--- config.mk ---
export PLATFORM = sky130hd
export DESIGN_NAME = uer_top
export DESIGN_NICKNAME = d
export VERILOG_FILES = /design/src/uer_pkg.sv /design/src/uer_bitclk.sv /design/src/uer_top.sv
export SDC_FILE = /design/constraint.sdc
export NUM_CORES = 1
export LEC_CHECK = 0
export BUFFER_PORTS_ARGS = -buffer_cell sky130_fd_sc_hd__clkbuf_2
export CORE_MARGIN = 4
export CORE_UTILIZATION = 55
export CTS_CLUSTER_DIAMETER = 40
export DETAILED_ROUTE_END_ITERATION = 12
export GPL_TIMING_DRIVEN = 0
export PLACE_DENSITY = 0.87
export SKIP_LAST_GASP = 1
export SLEW_MARGIN = 20
export SYNTH_ARGS = -nofsm -noshare
export SYNTH_HDL_FRONTEND = slang
export SYNTH_HIERARCHICAL = 1
export SYNTH_SLANG_ARGS = --single-unit
export TNS_END_PERCENT = 100
--- constraint.sdc ---
create_clock -name clk_sys -period 2.71 [get_ports clk_sys]
set_input_delay 0.1355 -clock clk_sys [delete_from_list [all_inputs] [get_ports clk_sys]]
set_output_delay 0.1355 -clock clk_sys [all_outputs]
set_load 0.05 [all_outputs]
--- src/uer_pkg.sv ---
package uer_pkg;
  // Clock rates in kHz; the peripheral clock is made from clk_sys
  localparam int SYS_KHZ = 125000;
  localparam int PERIPH_KHZ = 8000;
  localparam int ACC_W = 18; // Holds accumulator plus step without wrapping
  localparam logic [ACC_W-1:0] ACC_STEP = ACC_W'(PERIPH_KHZ);
  localparam logic [ACC_W-1:0] ACC_WRAP = ACC_W'(SYS_KHZ);
  localparam int SEL_MAX = 8;

  // Register word indexes on the bus
  localparam logic [3:0] REG_BASE_SEL = 4'h0;
  localparam logic [3:0] REG_BAUD_DIV = 4'h1;
  localparam logic [3:0] REG_MODE = 4'h2;
  localparam logic [3:0] REG_CTRL = 4'h3;
  localparam logic [3:0] REG_TX_HOLD = 4'h4;
  localparam logic [3:0] REG_RX_HOLD = 4'h5;
  localparam logic [3:0] REG_TX_STAT = 4'h6;
  localparam logic [3:0] REG_RX_ERR = 4'h7;
  localparam logic [3:0] REG_ISC = 4'h8;
  localparam logic [3:0] REG_RESP = 4'h9;

  // Reset values
  localparam logic [3:0] BASE_SEL_RST = 4'h0;
  localparam logic [7:0] BAUD_DIV_RST = 8'hFF;
  localparam logic [7:0] MODE_RST = 8'h01;
  localparam logic [7:0] CTRL_RST = 8'h02;

  // Mode register fields
  localparam int MODE_POWER = 7;
  localparam int MODE_TXE = 6;
  localparam int MODE_RXE = 5;
  localparam int MODE_PS_HI = 4;
  localparam int MODE_PS_LO = 3;
  localparam int MODE_CL = 2;
  localparam int MODE_SL = 1;
  localparam int MODE_ISRM = 0;
  localparam logic [1:0] PS_NONE = 2'h0;
  localparam logic [1:0] PS_ZERO = 2'h1;
  localparam logic [1:0] PS_ODD = 2'h2;
  localparam logic [1:0] PS_EVEN = 2'h3;

  // Control, status, switch and responder fields
  localparam int CTRL_LSB_FIRST = 1;
  localparam int CTRL_INVERT = 0;
  localparam int TXST_FULL = 1;
  localparam int TXST_BUSY = 0;
  localparam int ERR_PE = 2;
  localparam int ERR_FE = 1;
  localparam int ERR_OVE = 0;
  localparam int ISC_INTP = 0;
  localparam int ISC_TMR = 1;
  localparam int RESP_EN = 0;
  localparam int RESP_CNT_LSB = 4;

  // Reply characters
  localparam logic [7:0] CH_UT = 8'h54;
  localparam logic [7:0] CH_LT = 8'h74;
  localparam logic [7:0] CH_UO = 8'h4F;
  localparam logic [7:0] CH_UK = 8'h4B;
  localparam logic [7:0] CH_LO = 8'h6F;
  localparam logic [7:0] CH_LK = 8'h6B;
  localparam logic [7:0] CH_UU = 8'h55;
  localparam logic [7:0] CH_UC = 8'h43;
  localparam logic [7:0] CH_UP = 8'h50;
  localparam logic [7:0] CH_UF = 8'h46;
  localparam logic [7:0] CH_UE = 8'h45;
  localparam logic [7:0] CH_CR = 8'h0D;
  localparam logic [7:0] CH_LF = 8'h0A;

  // Ring of received entries
  localparam int RING_DEPTH = 4;
  localparam int RING_AW = 2;

  typedef enum logic [2:0] {
    RS_IDLE = 3'b001,
    RS_LOAD = 3'b010,
    RS_SEND = 3'b100
  } uer_resp_t;
endpackage

--- src/uer_bitclk.sv ---
`timescale 1ns/1ps
`default_nettype none
module uer_bitclk (
  // Clock and reset
  input wire logic clk_sys,
  input wire logic nrst,
  // Control
  input wire logic powerOn,
  input wire logic [3:0] baseSel,
  // Base clock enable
  output logic baseTick
);
  logic [uer_pkg::ACC_W-1:0] acc;
  logic [uer_pkg::SEL_MAX-1:0] pre;
  logic periphTick;
  wire [uer_pkg::ACC_W-1:0] accSum = acc + uer_pkg::ACC_STEP;
  wire accWrap = accSum >= uer_pkg::ACC_WRAP;
  wire [3:0] selEff = (baseSel > 4'(uer_pkg::SEL_MAX)) ? 4'(uer_pkg::SEL_MAX) : baseSel;
  wire [uer_pkg::SEL_MAX-1:0] preMax = uer_pkg::SEL_MAX'((9'h001 << selEff) - 9'h001);

  // Fractional accumulator gives an exact average peripheral rate, with ticks 15 or 16 cycles apart
  always_ff @(posedge clk_sys or negedge nrst)
  begin
    if (!nrst)
    begin
      acc <= '0;
      periphTick <= 1'b0;
    end
    else
    begin
      acc <= accWrap ? accSum - uer_pkg::ACC_WRAP : accSum;
      periphTick <= accWrap;
    end
  end

  // Power-of-two prescaler; held cleared while the port is off
  always_ff @(posedge clk_sys or negedge nrst)
  begin
    if (!nrst)
    begin
      pre <= '0;
      baseTick <= 1'b0;
    end
    else if (!powerOn)
    begin
      pre <= '0;
      baseTick <= 1'b0;
    end
    else
    begin
      baseTick <= periphTick && (pre == preMax);
      if (periphTick)
        pre <= (pre == preMax) ? '0 : pre + 1'b1;
    end
  end
endmodule
`default_nettype wire

--- src/uer_top.sv ---
`timescale 1ns/1ps
`default_nettype none
module uer_top (
  // Clock and reset
  input wire logic clk_sys,
  input wire logic nrst,
  // Avalon-MM slave
  input wire logic [3:0] avs_address,
  input wire logic avs_read,
  input wire logic avs_write,
  input wire logic [31:0] avs_writedata,
  output logic [31:0] avs_readdata,
  output logic avs_waitrequest,
  // Serial pins
  input wire logic serialInPin,
  output logic serialOutPin,
  // Events and routed input
  output logic rxDoneIrq,
  output logic rxErrorIrq,
  output logic txDoneIrq,
  output logic extIrqZero,
  output logic timerEventIn
);
  logic [3:0] baseSel;
  logic [7:0] baudDiv, modeReg, ctrlReg;
  logic [1:0] iscReg;
  logic respEn, baseTick, txEnQ, rxEnQ;
  logic [7:0] txHold, rxHold;
  logic txFull, txBusy, txLvl, txHalf;
  logic [10:0] txShift;
  logic [3:0] txBits, rxIdx;
  logic [7:0] txCnt, rxCnt, rxSh;
  logic rxS1, rxS2, rxInQ, rxAct, rxPhase, rxPar, rxFull, rxEvt;
  logic [2:0] rxErr;
  logic [7:0] ring [uer_pkg::RING_DEPTH];
  logic [uer_pkg::RING_AW-1:0] wrPtr, rdPtr;
  logic [uer_pkg::RING_AW:0] ringCnt;
  logic [7:0] curEntry;
  logic [1:0] byteIdx;
  uer_pkg::uer_resp_t rState;
  logic [31:0] rdMux;

  function automatic logic [7:0] rev8(input logic [7:0] v);
    for (int i = 0; i < 8; i++)
      rev8[i] = v[7-i];
  endfunction

  // Four-byte reply for one ring entry
  function automatic logic [7:0] replyByte(input logic [7:0] e, input logic [1:0] i);
    logic [7:0] first, second;
    first = uer_pkg::CH_UU;
    second = uer_pkg::CH_UC;
    if (e[7])
    begin
      second = uer_pkg::CH_UE;
      if (e[uer_pkg::ERR_OVE]) first = uer_pkg::CH_UO;
      else if (e[uer_pkg::ERR_FE]) first = uer_pkg::CH_UF;
      else first = uer_pkg::CH_UP;
    end
    else if (e == uer_pkg::CH_UT)
    begin
      first = uer_pkg::CH_UO;
      second = uer_pkg::CH_UK;
    end
    else if (e == uer_pkg::CH_LT)
    begin
      first = uer_pkg::CH_LO;
      second = uer_pkg::CH_LK;
    end
    case (i)
      2'h0: replyByte = first;
      2'h1: replyByte = second;
      2'h2: replyByte = uer_pkg::CH_CR;
      default: replyByte = uer_pkg::CH_LF;
    endcase
  endfunction

  // Mode and control decode
  wire powerOn = modeReg[uer_pkg::MODE_POWER];
  wire [1:0] parSel = modeReg[uer_pkg::MODE_PS_HI:uer_pkg::MODE_PS_LO];
  wire len8 = modeReg[uer_pkg::MODE_CL];
  wire stop2 = modeReg[uer_pkg::MODE_SL];
  wire isrm = modeReg[uer_pkg::MODE_ISRM];
  wire hasPar = parSel != uer_pkg::PS_NONE;
  wire lsbFirst = ctrlReg[uer_pkg::CTRL_LSB_FIRST];
  wire invOut = ctrlReg[uer_pkg::CTRL_INVERT];

  // Bus decode; access completes on the cycle waitrequest is low
  wire reqOn = avs_read | avs_write;
  wire wrAcc = avs_write & ~avs_waitrequest;
  wire rdAcc = avs_read & ~avs_waitrequest;
  wire swTxWr = wrAcc && (avs_address == uer_pkg::REG_TX_HOLD);
  wire swRxRd = rdAcc && (avs_address == uer_pkg::REG_RX_HOLD);
  wire respWr = (rState == uer_pkg::RS_SEND) && !txFull && !swTxWr;
  wire [7:0] respByte = replyByte(curEntry, byteIdx);

  // Transmit frame build: data, parity (or stop filler), stop bits
  wire [7:0] txData = lsbFirst ? txHold : rev8(txHold);
  wire [7:0] txDm = len8 ? txData : {1'b0, txData[6:0]};
  wire txPar = (parSel == uer_pkg::PS_EVEN) ? ^txDm :
               (parSel == uer_pkg::PS_ODD) ? ~^txDm : 1'b0;
  wire txParBit = hasPar ? txPar : 1'b1;
  wire [10:0] txFrame = len8 ? {2'b11, txParBit, txDm} : {3'b111, txParBit, txDm[6:0]};
  wire [3:0] txCount = 4'(len8 ? 8 : 7) + 4'(hasPar) + 4'h1 + 4'(stop2);
  wire txTick = baseTick && (txCnt >= baudDiv - 8'h01);
  wire txLoad = !txBusy && txFull && txEnQ && baseTick;
  wire txEnd = txBusy && txTick && txHalf;

  // Receive decode
  wire rxIn = powerOn ? rxS2 : 1'b1;
  wire rxTick = baseTick && (rxCnt >= baudDiv - 8'h01);
  wire rxSample = rxAct && rxTick && !rxPhase;
  wire [3:0] rxDataEnd = len8 ? 4'h8 : 4'h7;
  wire [3:0] rxStopIdx = rxDataEnd + 4'h1 + 4'(hasPar);
  wire rxStart = !rxAct && rxEnQ && !rxIn && rxInQ; // Edge only; a low stop bit cannot restart
  wire rxDone = rxSample && (rxIdx == rxStopIdx);
  wire [7:0] rxAsm = len8 ? rxSh : {1'b0, rxSh[7:1]};
  wire [7:0] rxVal = lsbFirst ? rxAsm : rev8(rxAsm);
  wire rxPe = ((parSel == uer_pkg::PS_EVEN) && rxPar) ||
              ((parSel == uer_pkg::PS_ODD) && !rxPar);
  wire rxFe = !rxIn;
  wire rxOve = rxFull;
  wire rxAnyErr = rxPe || rxFe || rxOve;
  wire ringPush = rxEvt && respEn && (ringCnt < (uer_pkg::RING_AW+1)'(uer_pkg::RING_DEPTH));
  wire ringPop = rState == uer_pkg::RS_LOAD;

  uer_bitclk uBitclk (
    .clk_sys(clk_sys),
    .nrst(nrst),
    .powerOn(powerOn),
    .baseSel(baseSel),
    .baseTick(baseTick)
  );

  // Register read selection; unmapped words read zero
  always_comb
  begin
    rdMux = '0;
    case (avs_address)
      uer_pkg::REG_BASE_SEL: rdMux[3:0] = baseSel;
      uer_pkg::REG_BAUD_DIV: rdMux[7:0] = baudDiv;
      uer_pkg::REG_MODE: rdMux[7:0] = modeReg;
      uer_pkg::REG_CTRL: rdMux[7:0] = ctrlReg;
      uer_pkg::REG_RX_HOLD: rdMux[7:0] = rxHold;
      uer_pkg::REG_TX_STAT: rdMux[1:0] = {txFull, txBusy};
      uer_pkg::REG_RX_ERR: rdMux[2:0] = rxErr;
      uer_pkg::REG_ISC: rdMux[1:0] = iscReg;
      uer_pkg::REG_RESP:
      begin
        rdMux[uer_pkg::RESP_EN] = respEn;
        rdMux[uer_pkg::RESP_CNT_LSB +: uer_pkg::RING_AW+1] = ringCnt;
      end
      default: rdMux = '0;
    endcase
  end

  // One wait state, then the answer
  always_ff @(posedge clk_sys or negedge nrst)
  begin
    if (!nrst)
    begin
      avs_waitrequest <= 1'b1;
      avs_readdata <= '0;
    end
    else
    begin
      avs_waitrequest <= ~(reqOn & avs_waitrequest);
      if (avs_read && avs_waitrequest)
        avs_readdata <= rdMux;
    end
  end

  // Configuration registers
  always_ff @(posedge clk_sys or negedge nrst)
  begin
    if (!nrst)
    begin
      baseSel <= uer_pkg::BASE_SEL_RST;
      baudDiv <= uer_pkg::BAUD_DIV_RST;
      modeReg <= uer_pkg::MODE_RST;
      ctrlReg <= uer_pkg::CTRL_RST;
      iscReg <= '0;
      respEn <= 1'b0;
    end
    else if (wrAcc)
    begin
      case (avs_address)
        uer_pkg::REG_BASE_SEL: baseSel <= avs_writedata[3:0];
        uer_pkg::REG_BAUD_DIV: baudDiv <= avs_writedata[7:0];
        uer_pkg::REG_MODE: modeReg <= avs_writedata[7:0];
        uer_pkg::REG_CTRL: ctrlReg <= avs_writedata[7:0];
        uer_pkg::REG_ISC: iscReg <= avs_writedata[1:0];
        uer_pkg::REG_RESP: respEn <= avs_writedata[uer_pkg::RESP_EN];
        default: ;
      endcase
    end
  end

  // Enables take effect on a base clock edge, as the port would see them
  always_ff @(posedge clk_sys or negedge nrst)
  begin
    if (!nrst)
    begin
      txEnQ <= 1'b0;
      rxEnQ <= 1'b0;
    end
    else if (!powerOn)
    begin
      txEnQ <= 1'b0;
      rxEnQ <= 1'b0;
    end
    else if (baseTick)
    begin
      txEnQ <= modeReg[uer_pkg::MODE_TXE];
      rxEnQ <= modeReg[uer_pkg::MODE_RXE];
    end
  end

  // Transmit holding register; a new write beats a same-cycle load
  always_ff @(posedge clk_sys or negedge nrst)
  begin
    if (!nrst)
    begin
      txHold <= '0;
      txFull <= 1'b0;
    end
    else if (!powerOn)
      txFull <= 1'b0;
    else if (swTxWr || respWr)
    begin
      txHold <= swTxWr ? avs_writedata[7:0] : respByte;
      txFull <= 1'b1;
    end
    else if (txLoad)
      txFull <= 1'b0;
  end

  // Transmit shifter; each bit lasts two divider periods
  always_ff @(posedge clk_sys or negedge nrst)
  begin
    if (!nrst)
    begin
      txBusy <= 1'b0;
      txLvl <= 1'b1;
      txShift <= '0;
      txBits <= '0;
      txCnt <= '0;
      txHalf <= 1'b0;
      txDoneIrq <= 1'b0;
    end
    else if (!powerOn)
    begin
      txBusy <= 1'b0;
      txLvl <= 1'b1;
      txCnt <= '0;
      txHalf <= 1'b0;
      txDoneIrq <= 1'b0;
    end
    else
    begin
      txDoneIrq <= txEnd && (txBits == 4'h0);
      if (txLoad)
      begin
        txBusy <= 1'b1;
        txLvl <= 1'b0;
        txShift <= txFrame;
        txBits <= txCount;
        txCnt <= '0;
        txHalf <= 1'b0;
      end
      else if (txBusy && baseTick)
      begin
        txCnt <= txTick ? 8'h00 : txCnt + 8'h01;
        if (txTick)
          txHalf <= ~txHalf;
        if (txEnd && txBits == 4'h0)
        begin
          txBusy <= 1'b0;
          txLvl <= 1'b1;
        end
        else if (txEnd)
        begin
          txLvl <= txShift[0];
          txShift <= {1'b1, txShift[10:1]};
          txBits <= txBits - 4'h1;
        end
      end
    end
  end

  // Pin input synchroniser and routed copies
  always_ff @(posedge clk_sys or negedge nrst)
  begin
    if (!nrst)
    begin
      rxS1 <= 1'b1;
      rxS2 <= 1'b1;
      rxInQ <= 1'b1;
      serialOutPin <= 1'b1;
      extIrqZero <= 1'b0;
      timerEventIn <= 1'b0;
    end
    else
    begin
      rxS1 <= serialInPin;
      rxS2 <= rxS1;
      rxInQ <= rxIn;
      serialOutPin <= powerOn ? (txLvl ^ invOut) : 1'b1;
      extIrqZero <= iscReg[uer_pkg::ISC_INTP] & rxS2;
      timerEventIn <= iscReg[uer_pkg::ISC_TMR] & rxS2;
    end
  end

  // Receive sequencer: samples at mid-bit, start bit re-checked
  always_ff @(posedge clk_sys or negedge nrst)
  begin
    if (!nrst)
    begin
      rxAct <= 1'b0;
      rxCnt <= '0;
      rxPhase <= 1'b0;
      rxIdx <= '0;
      rxSh <= '0;
      rxPar <= 1'b0;
    end
    else if (!powerOn || !rxEnQ)
      rxAct <= 1'b0;
    else if (rxStart)
    begin
      rxAct <= 1'b1;
      rxCnt <= '0;
      rxPhase <= 1'b0;
      rxIdx <= '0;
      rxPar <= 1'b0;
    end
    else if (rxAct && baseTick)
    begin
      rxCnt <= rxTick ? 8'h00 : rxCnt + 8'h01;
      if (rxTick)
        rxPhase <= ~rxPhase;
      if (rxSample)
      begin
        rxIdx <= rxIdx + 4'h1;
        if (rxIdx == 4'h0 && rxIn)
          rxAct <= 1'b0;
        if (rxIdx != 4'h0 && rxIdx <= rxDataEnd)
          rxSh <= {rxIn, rxSh[7:1]};
        if (rxIdx != 4'h0 && rxIdx < rxStopIdx)
          rxPar <= rxPar ^ rxIn;
        if (rxDone)
          rxAct <= 1'b0;
      end
    end
  end

  // Completion: status, holding register and events
  always_ff @(posedge clk_sys or negedge nrst)
  begin
    if (!nrst)
    begin
      rxErr <= '0;
      rxHold <= '0;
      rxFull <= 1'b0;
      rxEvt <= 1'b0;
      rxDoneIrq <= 1'b0;
      rxErrorIrq <= 1'b0;
    end
    else if (!powerOn)
    begin
      rxErr <= '0;
      rxHold <= '0;
      rxFull <= 1'b0;
      rxEvt <= 1'b0;
      rxDoneIrq <= 1'b0;
      rxErrorIrq <= 1'b0;
    end
    else
    begin
      rxEvt <= rxDone;
      rxDoneIrq <= rxDone && (!rxAnyErr || isrm);
      rxErrorIrq <= rxDone && rxAnyErr && !isrm;
      if (rxDone)
        rxErr <= {rxPe, rxFe, rxOve};
      if (rxDone && !rxOve)
      begin
        rxHold <= rxVal;
        rxFull <= 1'b1;
      end
      else if (swRxRd || (rxEvt && respEn))
        rxFull <= 1'b0;
    end
  end

  // Ring of entries; full ring drops the new one
  always_ff @(posedge clk_sys or negedge nrst)
  begin
    if (!nrst)
    begin
      wrPtr <= '0;
      ringCnt <= '0;
    end
    else
    begin
      if (ringPush)
        wrPtr <= wrPtr + 1'b1;
      ringCnt <= ringCnt + (uer_pkg::RING_AW+1)'(ringPush) - (uer_pkg::RING_AW+1)'(ringPop);
    end
  end

  // Entry storage; error status taken ahead of the data
  always_ff @(posedge clk_sys)
  begin
    if (ringPush)
      ring[wrPtr] <= (rxErr != 3'h0) ? {5'h10, rxErr} : {1'b0, rxHold[6:0]};
  end

  // Reply engine: waits on buffer-full before each byte
  always_ff @(posedge clk_sys or negedge nrst)
  begin
    if (!nrst)
    begin
      rState <= uer_pkg::RS_IDLE;
      rdPtr <= '0;
      curEntry <= '0;
      byteIdx <= '0;
    end
    else
    begin
      case (rState)
        uer_pkg::RS_IDLE:
          if (ringCnt != '0)
            rState <= uer_pkg::RS_LOAD;
        uer_pkg::RS_LOAD:
        begin
          curEntry <= ring[rdPtr];
          rdPtr <= rdPtr + 1'b1;
          byteIdx <= '0;
          rState <= uer_pkg::RS_SEND;
        end
        uer_pkg::RS_SEND:
          if (respWr)
          begin
            byteIdx <= byteIdx + 2'h1;
            if (byteIdx == 2'h3)
              rState <= uer_pkg::RS_IDLE;
          end
        default: rState <= uer_pkg::RS_IDLE;
      endcase
    end
  end
endmodule
`default_nettype wire

==> flow_summary.yaml <==
timing:
  fmax_mhz: 352
  slew_headroom_pct: 45.0
  skew_ns: 0.0176
  slew_violations: 0
  setup_viol: 29
  worst_slack_ns: -0.132
  layout_min_cycle_time_ns: 2.84
  tightest_slew_ns: 0.819
  hold_violations: 0
  rsz0062_at_grt: "yes"
  fin_crit_sh_pct: 105
  setup_tns_ns: -1.47
route:
  drtIter0Drc: 817
  route.met2.wl_um: 13800
  drc_errors: 0
  routed_wirelength_um: 28800
  vias: 9042
  first_pass_iters: 9
  viasPerCell: 6.20
  wl_met1_um: 11100
  wl_per_cell_um: 19.8
  drtAntennaViolNets: 0
  top_layer: "met4"
  dr_wl_met3_um: 2570
grt:
  grt_pass1_wl_um: 45400
  grt_pass1_vias: 8877
  grt_util_all_layers_pct: 25.4
  grt_max_degree: 90
  grt-ovfl-total: 0
  antenna_found_initial: 1
clocking:
  clkSinkCount: 199
  cts_buffer_depth: 2
  clock_latency_ns: 0.45
  path_clk_slew_ns: 0.09
  htreeDepth: 4
  cts_tree: "built"
  numCtsBuffers: 17
  root_buffer: "clkbuf_16"
pwr:
  clkPwrFrac_pct: 35.0
  ir_worst_vdd_mv: 0.533
  sequentialPowerShare_pct: 43.4
  power_density_nw_per_um2: 587
  total_power_mw: 7.76
  p_switching_mw: 2.54
  combinationalPowerShare_pct: 21.6
  intPower_mw: 5.22
  p_leak_nw: 5.64
  p_sw_share_pct: 32.7
synth:
  yosys-top-cells-count: "dfrtp_1 (150), nand2_1 (109), nor2_1 (57)"
  synthMuxAreaShare_pct: 11.4
  ys_seq_elements: 199
  synth_xor_area_share_pct: 4.73
  synth_edf_count: 32
  ys_types: 90
  synth-compound-area-share_pct: 12.1
  synth_area_leaders: "dfrtp_1 (33%), edfxtp_1 (8.5%), ha_1 (5.2%)"
  synth_area_um2: 11300
  yosys_warnings: 6
  syn_inst: 1068
  synth_largest_type_area_fraction_pct: 33.3
  ys.flop_type: "dfrtp_1"
  synthAdderAreaFrac_pct: 5.67
  postSynthAreaPerCell_um2: 10.5
  synth_area_leader_cell: "dfrtp_1"
  synth-async-reset-ratio_pct: 83.9
  synth_top_family_by_area: "simple AND/OR/NAND/NOR gates"
  synth.most_common_cell: "dfrtp_1"
  synth_simple_gate_area_share_pct: 15.2
  synth_seq_area_share_pct: 45.8
place:
  port_buffers: 29
  dp_hpwl_um: 18800
  place_congestion: 0.932
final_layout:
  multi_input_area_um2: 5930
  top_regs: "ring: 32 flops, uBitclk/acc: 15 flops, txShift: 11 flops"
  largest_reg_flops: 32
  fill_cells: 1454
  drive_gt1_share_pct: 25.4
  nets: 1264
  syn2layout_area_growth_pct: 17.3
  register_area_um2: 5170
  regMostFlops: "ring"
setup_path:
  worstPathMaxFanout: 5
  arrival_ns: 3.17
  critPathLaunch: "baudDiv[0]$_DFFE_PN1P_"
  required_ns: 3.03
  critPathCaptureType: "register"
  r2r_slack_ns: -0.13
  path_class: "register to register"
  cp-start-kind: "register"
  r2r_start: "baudDiv[0]$_DFFE_PN1P_"
floorplan:
  io_pins: 80
  die_width_um: 151
  initial_core_util_pct: 55.8
  num_rows: 52
  die-area_um2: 22800
  die_h_um: 151
  core_area_um2: 20200
hold_path:
  min_from: "avs_writedata[6]"
  hp-class: "input port to register"
status:
  violations: "setup timing"
  status: "finished with violations"
flow_run:
  maxCapViolations: 0
path summary, 6_finish.rpt:
check,to,cells after the start
max,txBits[0]$_DFFE_PN0P_,12
max in group asynchronous,baseSel[0]$_DFFE_PN0P_,3
min reg2reg,rxS2$_DFF_PN1_,0
max reg2reg,txBits[0]$_DFFE_PN0P_,12
min,ctrlReg[6]$_DFFE_PN0P_,2
min in group asynchronous,txCnt[3]$_DFFE_PN0P_,2
critical path, cell delays in order (launching register included):
cell	delay, ns
dfstp_2	0.59
inv_4	0.06
ha_4	0.18
xnor2_4	0.18
ha_4	0.23
a21o_1	0.15
a31oi_1	0.15
o21ai_1	0.10
a221oi_2	0.30
o21a_2	0.22
buf_6	0.14
nor3_1	0.07
a221oi_1	0.34
cells in the final DEF (no fill, tap or decap), types with 8 or more instances in the layout:
cell type,n
dfrtp_1,145
nand3_1,27
edfxtp_1,32
o21ai_0,44
mux2_2,51
clkbuf_1,25
nand4_1,10
inv_1,40
dfstp_2,17
and3_1,13
nand2b_1,15
clkbuf_2,30
mux4_2,9
a31oi_1,10
nor2_1,54
clkbuf_16,17
buf_6,12
ha_1,40
nor2b_1,14
buf_4,49
nor3_1,19
a21oi_1,47
conb_1,24
a22oi_1,10
o21ai_1,10
and2_1,14
mux2i_1,40
a21o_1,8
nand2_1,107
xor2_1,12
xnor2_1,35
stage by stage:
stage | setup slack, ns | hold WS [ns] | instances | cell area [µm²] | utilization (%)
after global placement | -1.46 | 0.224 | 1390 | 11900 | 58.8
after global routing | -0.252 | 0.00337 | 1458 | 13200 | 65.5
after floorplan | 0.00265 | -0.160 | 1091 | 11400 | -
after detailed placement | -0.617 | 0.220 | 1391 | 11900 | 58.9
after CTS | -0.0856 | 0.0190 | 1450 | 12900 | 64.0
final | -0.132 | 0.0240 | 1458 | 13200 | 65.5
power by group through the flow:
stage	logic [mW]	registers (mW)	clock network, mW
2_1_floorplan	0.955	3.41	0
3_3_place_gp	1.29	3.41	0
5_1_grt	1.80	3.38	2.88
6_report	1.68	3.37	2.71
4_1_cts	1.49	3.35	2.71
3_5_place_dp	1.35	3.41	0
logic make-up (layout without fill, tap and decap cells):
kind of cell,Yosys count,in the layout
buffers and inverters,114,210
xor gates and xnor gates,54,54
and+or+nand+nor,335,335
adders and majority gates,50,50
DFF,199,199
AOI/OAI and AO/OA,208,208
other,1,25
muxes,107,107
repair_timing:
action                                  CTS  global route
pin swaps                                20            32
gates resized for setup                  33            59
gates cloned                              2             0
endpoints found under the setup margin   60            76
endpoints found under the hold margin    77             0
buffers inserted                         22             9
hold buffers                              4             0
routing by layer:
layer,vias up,track usage [%]
met5,-,0
met4,0,9.75
met2,499,41.8
met3,129,5.69
met1,4421,33.0
li1,3993,-
final cells by class:
class	instances	area share [%]
multi-input combinational	778	44.9
sequential	199	39.1
timing repair buffer	67	4.09
clock buffer	17	3.22
buffer	65	2.99
tap	270	2.56
clock inverter	15	1.69
inverter	46	1.39
antenna	1	0.0189
(Power assumes the default switching activity.)
